## config.mk

```make
export PLATFORM = sky130hd
export DESIGN_NAME = cps_sequencer
export DESIGN_NICKNAME = d
export VERILOG_FILES = /design/src/logic/cps_pkg.sv /design/src/logic/cps_sequencer.sv
export VERILOG_INCLUDE_DIRS = /design/src /design/src/logic
export SDC_FILE = /design/constraint.sdc
export NUM_CORES = 1
export LEC_CHECK = 0
export BUFFER_PORTS_ARGS = -buffer_cell sky130_fd_sc_hd__buf_2
export CAP_MARGIN = 5
export CORE_ASPECT_RATIO = 1.2
export CORE_MARGIN = 1.5
export CORE_UTILIZATION = 55
export DETAILED_ROUTE_END_ITERATION = 8
export PLACE_DENSITY_LB_ADDON = 0.1
export SYNTH_ARGS = -nofsm -noshare
export SYNTH_HDL_FRONTEND = slang
export SYNTH_SLANG_ARGS = --single-unit
```

## constraint.sdc

```tcl
create_clock -name mclk -period 3.7 [get_ports mclk]
set_input_delay 0.185 -clock mclk [delete_from_list [all_inputs] [get_ports mclk]]
set_output_delay 0.185 -clock mclk [all_outputs]
set_load 0.02 [all_outputs]
```

## src/logic/cps_params.svh

```systemverilog
// named offsets, field positions, reset values and timing for the
// charger profile sequencer; assumes a 10 MHz mclk
`ifndef CPS_PARAMS_SVH
`define CPS_PARAMS_SVH
`define CPS_CLK_MHZ 10
`define CPS_T_DISCH_US 100
`define CPS_T_RESET_US 200
`define CPS_DISCH_CYC (`CPS_T_DISCH_US * `CPS_CLK_MHZ)
`define CPS_RESET_CYC (`CPS_T_RESET_US * `CPS_CLK_MHZ)
`define CPS_TMO_RST 24'h0F4240
`define CPS_OFF_CTRL 12'h000
`define CPS_OFF_TMO 12'h004
`define CPS_OFF_CUS0 12'h008
`define CPS_OFF_CUS1 12'h00C
`define CPS_OFF_CUS2 12'h010
`define CPS_OFF_STAT 12'h014
`define CPS_CTRL_RST 32'h00001FEA
`define CPS_B_RUN 0
`define CPS_B_RETRY 1
`define CPS_B_CFIRST 2
`define CPS_B_KEEP 3
`define CPS_B_MINCC 4
`define CPS_B_ENLO 5
`define CPS_B_ENHI 13
`define CPS_B_CLRFLG 15
`define CPS_LAST_STEP 4'h9
`define CPS_LAST_PAIR 2'h2
`define CPS_LVL_LOW 2'h1
`define CPS_LVL_MID 2'h2
`define CPS_LVL_HIGH 2'h3
`define CPS_LVL_900MV 2'h0
`endif

```

## src/logic/cps_pkg.sv

```systemverilog
// types shared by the charger profile sequencer
// assumes cps_params.svh supplies the numeric constants
package cps_pkg;
  typedef enum logic [3:0]
  {
    PR_L1 = 4'h0, PR_L2 = 4'h1, PR_L3 = 4'h2, PR_L4 = 4'h3, PR_L5 = 4'h4,
    PR_L6 = 4'h5, PR_L7 = 4'h6, PR_DCP = 4'h7, PR_CUST = 4'h8,
    PR_CDP = 4'h9, PR_NONE = 4'hF
  } cps_profile_t;
  typedef enum logic [2:0]
  {
    ST_IDLE = 3'b000, ST_SELECT = 3'b001, ST_DISCH = 3'b010, ST_HOLD = 3'b011,
    ST_STIM = 3'b100, ST_POWER = 3'b101, ST_WAIT = 3'b110, ST_DONE = 3'b111
  } cps_state_t;
  typedef struct packed
  {
    logic en;
    logic divider;
    logic [1:0] level;
  } cps_line_t;
  typedef struct packed
  {
    logic shortRes;
    cps_line_t dataPlus;
    cps_line_t dataMinus;
  } cps_stim_t;
endpackage

```

## src/logic/cps_sequencer.sv

```systemverilog
// dedicated charger cycle sequencer: applies emulation profiles, samples the
// bus-current comparator at timeout, accepts or resets and moves on.
// assumes busCurrentAbove is synchronous to mclk; analog sources sit outside.
`timescale 1ns/100ps
`include "cps_params.svh"
module cps_sequencer
#(
  parameter int TMO_W = 24
)
(
  // clock and reset
  input wire logic mclk,
  input wire logic rst,
  // apb slave
  input wire logic psel,
  input wire logic penable,
  input wire logic pwrite,
  input wire logic [11:0] paddr,
  input wire logic [31:0] pwdata,
  output logic [31:0] prdata,
  output logic pready,
  output logic pslverr,
  // port side
  input wire logic busCurrentAbove,
  output logic portPowerOn,
  output logic vbusDischarge,
  output logic dataPullDown,
  output cps_pkg::cps_stim_t portStim,
  output logic constantCurrentLimit,
  output logic hsSwitchClosed
);
  ////////////////////////////////////////////////////////////////////////////
  // register bus
  logic [31:0] ctrl_q;
  logic [TMO_W-1:0] tmo_q;
  cps_pkg::cps_stim_t cus_q [3];
  logic prep_q;
  logic accepted_q;
  logic dcpDetected_q;
  logic noHandshake_q;
  cps_pkg::cps_state_t state_q;
  cps_pkg::cps_profile_t prof_q;
  wire logic access = psel && penable && !prep_q;
  wire logic commit = psel && penable && prep_q;
  wire logic selCtrl = paddr == `CPS_OFF_CTRL;
  wire logic selTmo = paddr == `CPS_OFF_TMO;
  wire logic selCus0 = paddr == `CPS_OFF_CUS0;
  wire logic selCus1 = paddr == `CPS_OFF_CUS1;
  wire logic selCus2 = paddr == `CPS_OFF_CUS2;
  wire logic selStat = paddr == `CPS_OFF_STAT;
  wire logic mapped = selCtrl | selTmo | selCus0 | selCus1 | selCus2 | selStat;
  wire logic wrCommit = commit && pwrite && mapped;
  wire logic clrFlags = wrCommit && selCtrl && pwdata[`CPS_B_CLRFLG];
  wire logic [31:0] statWord = {20'h00000, constantCurrentLimit, noHandshake_q,
    dcpDetected_q, accepted_q, 1'b0, state_q, prof_q};
  wire logic [31:0] rdMux = selCtrl ? ctrl_q :
    selTmo ? 32'(tmo_q) :
    selCus0 ? 32'(cus_q[0]) :
    selCus1 ? 32'(cus_q[1]) :
    selCus2 ? 32'(cus_q[2]) :
    selStat ? statWord : 32'h00000000;
  // one wait state: the answer is registered so every output comes from a flop
  always_ff @(posedge mclk)
  begin
    if (rst)
    begin
      prep_q <= 1'b0;
      prdata <= 32'h00000000;
      pready <= 1'b0;
      pslverr <= 1'b0;
    end
    else
    begin
      prep_q <= access;
      pready <= access;
      pslverr <= access && !mapped;
      if (access)
        prdata <= rdMux;
    end
  end
  always_ff @(posedge mclk)
  begin
    if (rst)
    begin
      ctrl_q <= `CPS_CTRL_RST;
      tmo_q <= TMO_W'(`CPS_TMO_RST);
    end
    else if (wrCommit && selCtrl)
      ctrl_q <= {16'h0000, 1'b0, pwdata[14:0]};
    else if (wrCommit && selTmo)
      tmo_q <= pwdata[TMO_W-1:0];
  end
  // custom stimulus pairs, one word each
  genvar gi;
  generate
    for (gi = 0; gi < 3; gi++)
    begin : g_cus
      wire logic wrCus = wrCommit && paddr == (`CPS_OFF_CUS0 + 12'(gi * 4));
      always_ff @(posedge mclk)
      begin
        if (rst)
          cus_q[gi] <= '0;
        else if (wrCus)
          cus_q[gi] <= pwdata[8:0];
      end
    end
  endgenerate
  ////////////////////////////////////////////////////////////////////////////
  // control bits and profile table
  wire logic runEn = ctrl_q[`CPS_B_RUN];
  wire logic retryEn = ctrl_q[`CPS_B_RETRY];
  wire logic custFirst = ctrl_q[`CPS_B_CFIRST];
  wire logic keepResp = ctrl_q[`CPS_B_KEEP];
  wire logic minLimitCc = ctrl_q[`CPS_B_MINCC];
  wire logic [8:0] profEn = ctrl_q[`CPS_B_ENHI:`CPS_B_ENLO];
  // slot order of the cycle; custom takes slot 0 or slot 9
  function automatic cps_pkg::cps_profile_t slotProfile(input logic [3:0] s,
    input logic first);
    cps_pkg::cps_profile_t p;
    p = cps_pkg::PR_NONE;
    case (s)
      4'h0: p = first ? cps_pkg::PR_CUST : cps_pkg::PR_NONE;
      4'h1: p = cps_pkg::PR_L1;
      4'h2: p = cps_pkg::PR_DCP;
      4'h3: p = cps_pkg::PR_L2;
      4'h4: p = cps_pkg::PR_L3;
      4'h5: p = cps_pkg::PR_L4;
      4'h6: p = cps_pkg::PR_L5;
      4'h7: p = cps_pkg::PR_L6;
      4'h8: p = cps_pkg::PR_L7;
      4'h9: p = first ? cps_pkg::PR_NONE : cps_pkg::PR_CUST;
      default: p = cps_pkg::PR_NONE;
    endcase
    return p;
  endfunction
  // resident stimuli; analog levels are codes for the source block
  function automatic cps_pkg::cps_stim_t residentStim(
    input cps_pkg::cps_profile_t p);
    cps_pkg::cps_stim_t s;
    s = '0;
    case (p)
      cps_pkg::PR_L1: s = {1'b0, 2'b10, `CPS_LVL_HIGH, 2'b10, `CPS_LVL_HIGH};
      cps_pkg::PR_L3: s = {1'b0, 2'b11, `CPS_LVL_MID, 2'b11, `CPS_LVL_HIGH};
      cps_pkg::PR_L4: s = {1'b0, 2'b11, `CPS_LVL_HIGH, 2'b11, `CPS_LVL_MID};
      cps_pkg::PR_L6: s = {1'b0, 2'b10, `CPS_LVL_LOW, 2'b10, `CPS_LVL_LOW};
      cps_pkg::PR_L5: s = {1'b0, 2'b10, `CPS_LVL_900MV, 2'b10, `CPS_LVL_900MV};
      cps_pkg::PR_L7: s = {1'b0, 2'b11, `CPS_LVL_MID, 4'h0};
      cps_pkg::PR_L2: s = {1'b1, 8'h00};
      cps_pkg::PR_DCP: s = {1'b1, 8'h00};
      cps_pkg::PR_CDP: s = {1'b0, 2'b10, 2'h0, 2'b10, `CPS_LVL_LOW};
      default: s = '0;
    endcase
    return s;
  endfunction
  ////////////////////////////////////////////////////////////////////////////
  // sequencer
  logic [3:0] step_q;
  logic [1:0] pair_q;
  logic [TMO_W-1:0] cnt_q;
  wire cps_pkg::cps_profile_t slotP = slotProfile(step_q, custFirst);
  wire logic slotOn = slotP != cps_pkg::PR_NONE && profEn[slotP];
  wire logic pastEnd = step_q > `CPS_LAST_STEP;
  wire logic cntZero = cnt_q == '0;
  wire logic isCust = prof_q == cps_pkg::PR_CUST;
  wire logic isShortProf = prof_q == cps_pkg::PR_DCP || prof_q == cps_pkg::PR_L2;
  wire cps_pkg::cps_stim_t nextStim = isCust ? cus_q[pair_q] : residentStim(prof_q);
  // comparator looked at only on the expiry cycle
  wire logic expire = state_q == cps_pkg::ST_WAIT && cntZero;
  wire logic takeIt = expire && busCurrentAbove;
  wire logic morePairs = isCust && pair_q < `CPS_LAST_PAIR;
  always_ff @(posedge mclk)
  begin
    if (rst)
    begin
      state_q <= cps_pkg::ST_IDLE;
      prof_q <= cps_pkg::PR_NONE;
      step_q <= 4'h0;
      pair_q <= 2'h0;
      cnt_q <= '0;
      portPowerOn <= 1'b0;
      vbusDischarge <= 1'b0;
      dataPullDown <= 1'b0;
      portStim <= '0;
      constantCurrentLimit <= 1'b0;
      hsSwitchClosed <= 1'b0;
    end
    else if (!runEn)
    begin
      state_q <= cps_pkg::ST_IDLE;
      prof_q <= cps_pkg::PR_NONE;
      step_q <= 4'h0;
      portPowerOn <= 1'b0;
      vbusDischarge <= 1'b0;
      dataPullDown <= 1'b0;
      portStim <= '0;
      constantCurrentLimit <= 1'b0;
      hsSwitchClosed <= 1'b1;
    end
    else
    begin
      hsSwitchClosed <= 1'b0;
      case (state_q)
        cps_pkg::ST_IDLE:
        begin
          step_q <= 4'h0;
          state_q <= cps_pkg::ST_SELECT;
        end
        cps_pkg::ST_SELECT:
        begin
          if (pastEnd && retryEn)
            step_q <= 4'h0;
          else if (pastEnd)
          begin
            state_q <= cps_pkg::ST_DONE;
            prof_q <= cps_pkg::PR_NONE;
            portStim <= '0;
            dataPullDown <= 1'b0;
            portPowerOn <= 1'b1;
            constantCurrentLimit <= minLimitCc;
          end
          else if (slotOn)
          begin
            prof_q <= slotP;
            pair_q <= 2'h0;
            cnt_q <= TMO_W'(`CPS_DISCH_CYC - 1);
            state_q <= cps_pkg::ST_DISCH;
            portPowerOn <= 1'b0;
            vbusDischarge <= 1'b1;
            dataPullDown <= 1'b1;
            portStim <= '0;
          end
          else
            step_q <= step_q + 4'h1;
        end
        cps_pkg::ST_DISCH:
        begin
          cnt_q <= cnt_q - 1'b1;
          if (cntZero)
          begin
            vbusDischarge <= 1'b0;
            cnt_q <= TMO_W'(`CPS_RESET_CYC - 1);
            state_q <= cps_pkg::ST_HOLD;
          end
        end
        cps_pkg::ST_HOLD:
        begin
          cnt_q <= cnt_q - 1'b1;
          if (cntZero)
            state_q <= cps_pkg::ST_STIM;
        end
        cps_pkg::ST_STIM:
        begin
          // stimulus lands a full cycle before the switch closes
          dataPullDown <= 1'b0;
          portStim <= nextStim;
          state_q <= cps_pkg::ST_POWER;
        end
        cps_pkg::ST_POWER:
        begin
          portPowerOn <= 1'b1;
          constantCurrentLimit <= 1'b1;
          cnt_q <= tmo_q;
          state_q <= cps_pkg::ST_WAIT;
        end
        cps_pkg::ST_WAIT:
        begin
          cnt_q <= cnt_q - 1'b1;
          if (takeIt && morePairs)
          begin
            pair_q <= pair_q + 2'h1;
            portStim <= cus_q[pair_q + 2'h1];
            cnt_q <= tmo_q;
          end
          else if (takeIt)
          begin
            state_q <= cps_pkg::ST_DONE;
            // short stays for dedicated-port and legacy 2
            if (!isShortProf && !keepResp)
              portStim <= '0;
            constantCurrentLimit <= isShortProf ? 1'b1 : minLimitCc;
          end
          else if (expire)
          begin
            portStim <= '0;
            step_q <= step_q + 4'h1;
            state_q <= cps_pkg::ST_SELECT;
          end
        end
        cps_pkg::ST_DONE:
          state_q <= cps_pkg::ST_DONE;
        default:
          state_q <= cps_pkg::ST_IDLE;
      endcase
    end
  end
  ////////////////////////////////////////////////////////////////////////////
  // status flags: hardware set wins over software clear
  wire logic setAcc = runEn && takeIt && !morePairs;
  wire logic setDcp = setAcc && prof_q == cps_pkg::PR_DCP;
  wire logic setNoHs = runEn && state_q == cps_pkg::ST_SELECT && pastEnd && !retryEn;
  always_ff @(posedge mclk)
  begin
    if (rst)
    begin
      accepted_q <= 1'b0;
      dcpDetected_q <= 1'b0;
      noHandshake_q <= 1'b0;
    end
    else
    begin
      accepted_q <= setAcc | (accepted_q & !clrFlags);
      dcpDetected_q <= setDcp | (dcpDetected_q & !clrFlags);
      noHandshake_q <= setNoHs | (noHandshake_q & !clrFlags);
    end
  end
endmodule // cps_sequencer

```

==> qor.yml <==
power_density_nw_per_um2: 363.4
slew_headroom_pct: 33.29
clkSinkCount: 157
via_per_inst: 6.010
coreArea_um2: 15580
synth_top_family_by_area: "compound AO/OA/AOI/OAI gates"
grt-ovfl-total: 0
syn2layout_area_growth_pct: 13.72
fin_nets: 1117
hold_depth: 3
tns_ps: 0
ys_ff_latch: 157
fin_crit_sh_pct: 94.27
die-area_um2: 16640
yosysSeqAreaShare_pct: 39.11
vias: 7681
synthArstFlopShare_pct: 0
cts-buffers-inserted: 17
grt_pass1_vias: 7197
worst_hold_path_type: "input port to flip-flop"
drt-total-wl_um: 24460
holdWs_ps: 15.75
ir_drop_v: 0.0003043
drive_above_1_share_pct: 20.09
period_needed_ps: 3488
clkLatencyLatePin_ps: 420
dr.pass1.iters: 5
crit-reg2reg-launch: "step_q[0]$_SDFFE_PP0P_"
skew_ps: 6.083
ios: 98
antenna_cells: 0
gr-usage-all-layers_pct: 29.58
hold_path_end: "tmo_q[13]$_SDFFE_PP0P_"
status: "finished clean"
worst_pin_slew_ps: 997.8
grt_max_degree: 77
grt_pass1_wl_um: 38630
rrSetupSlack_ps: 210
htreeDepth: 4
netlist_instances: 984
synth_cell_types: 93
critPathArrivalTime_ps: 3830
synth_edf_count: 27
synth_top_area_cell: "dfxtp_1"
dp.final_hpwl_um: 17640
remaining_drc_errors: 0
cp_max_fo: 6
avgSynthCellArea_um2: 8.870
synth_top_area_share_pct: 29.82
final_cell_mix: "139 x nand2_1, 130 x dfxtp_1, 86 x a21oi_1"
synth_flop_cell: "dfxtp_1"
cts.clk_slew.worst_paths_ps: 60
synthSimpleGateAreaFrac_pct: 21.73
p_leak_nw: 3.652
reg2reg_depth: 14
hold_viol: 0
port_buffers: 81
netlist_area_um2: 8728
synth-adder-area-share_pct: 1.433
final_common_cell: "nand2_1"
yosysWarningCount: 0
critPathLaunchType: "flip-flop"
rsz0062_at_grt: "false"
criticalPathCategory: "flip-flop to flip-flop"
end_kind: "flip-flop"
muxShareOfSynthArea_pct: 7.942
final_max_slew_viol_count: 0
synth.area.top_cells: "dfxtp_1 30%, edfxtp_1 9.3%, nand2_1 6.0%"
die_x_um: 118
row_count: 50
fmax_ghz: 0.2867
min-delay-start: "pwdata[13]"
routedWlPerCell_um: 19.14
synth_xor_xnor_area_share_pct: 1.505
first_iter_violations: 881
finalWeightedCongestion: 0.9105
synth_compound_area_share_pct: 22.16
finalSetupViolCount: 0
antenna_found_initial: 0
cts_buffer_depth: 2
start_util_pct: 56.03
die_h_um: 141
root_buffer: "clkbuf_16"
ant_nets: 0
drv_cap: 0
required_ps: 4040
tritoncts: "done"
synthesized netlist by cell type, drive strengths merged, types with 6 or more instances:
| library cell | instances |
|---|---|
| nor4 | 6 |
| nor3 | 42 |
| edfxtp | 27 |
| inv | 14 |
| nand2b | 8 |
| mux4 | 8 |
| buf | 28 |
| mux2 | 7 |
| nand4 | 6 |
| xor2 | 7 |
| mux2i | 43 |
| o211ai | 7 |
| a211oi | 20 |
| dfxtp | 130 |
| and2 | 30 |
| clkbuf | 45 |
| xnor2 | 8 |
| nor2b | 14 |
| o21a | 6 |
| a21oi | 89 |
| a221o | 8 |
| or3 | 8 |
| o21ai | 43 |
| nand2 | 140 |
| ha | 10 |
| a221oi | 15 |
| nand3 | 26 |
| a311oi | 9 |
| a22oi | 20 |
| nor2 | 82 |
power breakdown:
part,switching (mW),internal [mW]
Sequential,0.0149,1.75
Combinational,0.101,0.0629
Clock,0.700,0.977
how the worst max path moves through the flow:
stage	endpoint	slack [ps]	depth (start not counted)	from
floorplan	flip-flop	330	16	step_q[0]$_SDFFE_PP0P_
global placement	flip-flop	160	15	step_q[0]$_SDFFE_PP0P_
detailed placement	flip-flop	80	15	step_q[0]$_SDFFE_PP0P_
CTS	flip-flop	80	14	step_q[0]$_SDFFE_PP0P_
global route	flip-flop	20	14	step_q[0]$_SDFFE_PP0P_
finish	flip-flop	210	14	step_q[0]$_SDFFE_PP0P_
state kept, by name, summed over array words and instances (netlist names), 2 cells and up, named ones only:
| name | flops |
|---|---|
| state_q | 3 |
| tmo_q | 24 |
| step_q | 4 |
| ctrl_q | 15 |
| prdata | 24 |
| cus_q | 27 |
| portStim | 9 |
| cnt_q | 24 |
| pair_q | 2 |
| prof_q | 4 |
metal layers:
| layer | GRT usage (%) | wire length [um] | share of wire [%] | up-vias |
|---|---|---|---|---|
| li1 | - | - | - | 3722 |
| met1 | 37.17 | 10270 | 42 | 3663 |
| met2 | 49.95 | 11980 | 49 | 252 |
| met3 | 5.299 | 1378 | 5.6 | 44 |
| met4 | 13.03 | 826 | 3.4 | 0 |
| met5 | 0 | 0 | 0 | - |
logic make-up after synthesis:
family,count (synthesis)
AND/OR/NAND/NOR,389
AO/OA/AOI/OAI,262
flip-flops,157
buffers and inverters,92
multiplexers,58
XOR/XNOR,15
adder cells (fa/ha/maj),10
other,1
stage by stage:
stage | power (mW) | utilization (%) | instances | area, um^2 | setup WS (ps)
after floorplan | 1.895 | - | 991 | 8755 | 333.2
after global placement | 1.955 | 58.84 | 1232 | 9166 | 157.1
after detailed placement | 1.956 | 58.84 | 1232 | 9166 | 84.17
after CTS | 3.625 | 63.29 | 1277 | 9858 | 75.68
after global routing | 3.707 | 63.72 | 1278 | 9926 | 17.81
final | 3.607 | 63.72 | 1278 | 9926 | 212.1
critical path, stage by stage (launching register included):
cell	delay, ps
dfxtp_1	350
inv_1	150
ha_2	270
nor3_2	60
o311a_2	410
mux2i_1	150
mux2_4	300
o21ai_2	150
o21a_1	220
mux2i_2	280
nand2_1	160
ha_1	280
nor4_1	290
mux2i_1	190
o211ai_1	130
layout make-up:
class | instances | area [um^2]
flip-flops and latches | 157 | 3413
repair buffers | 124 | 760.7
well taps | 208 | 260.3
clock buffers | 21 | 471.7
fillers | 1352 | 5652
clock inverters | 11 | 90.09
inverters | 15 | 56.30
multi-input cells | 742 | 4873
timing repair:
action,in CTS,in global routing
hold buffers,13,0
buffers inserted,0,1
setup endpoints to repair,0,7
resized for setup,0,13
endpoints found under the hold margin,14,0
(Power assumes the default switching activity.)
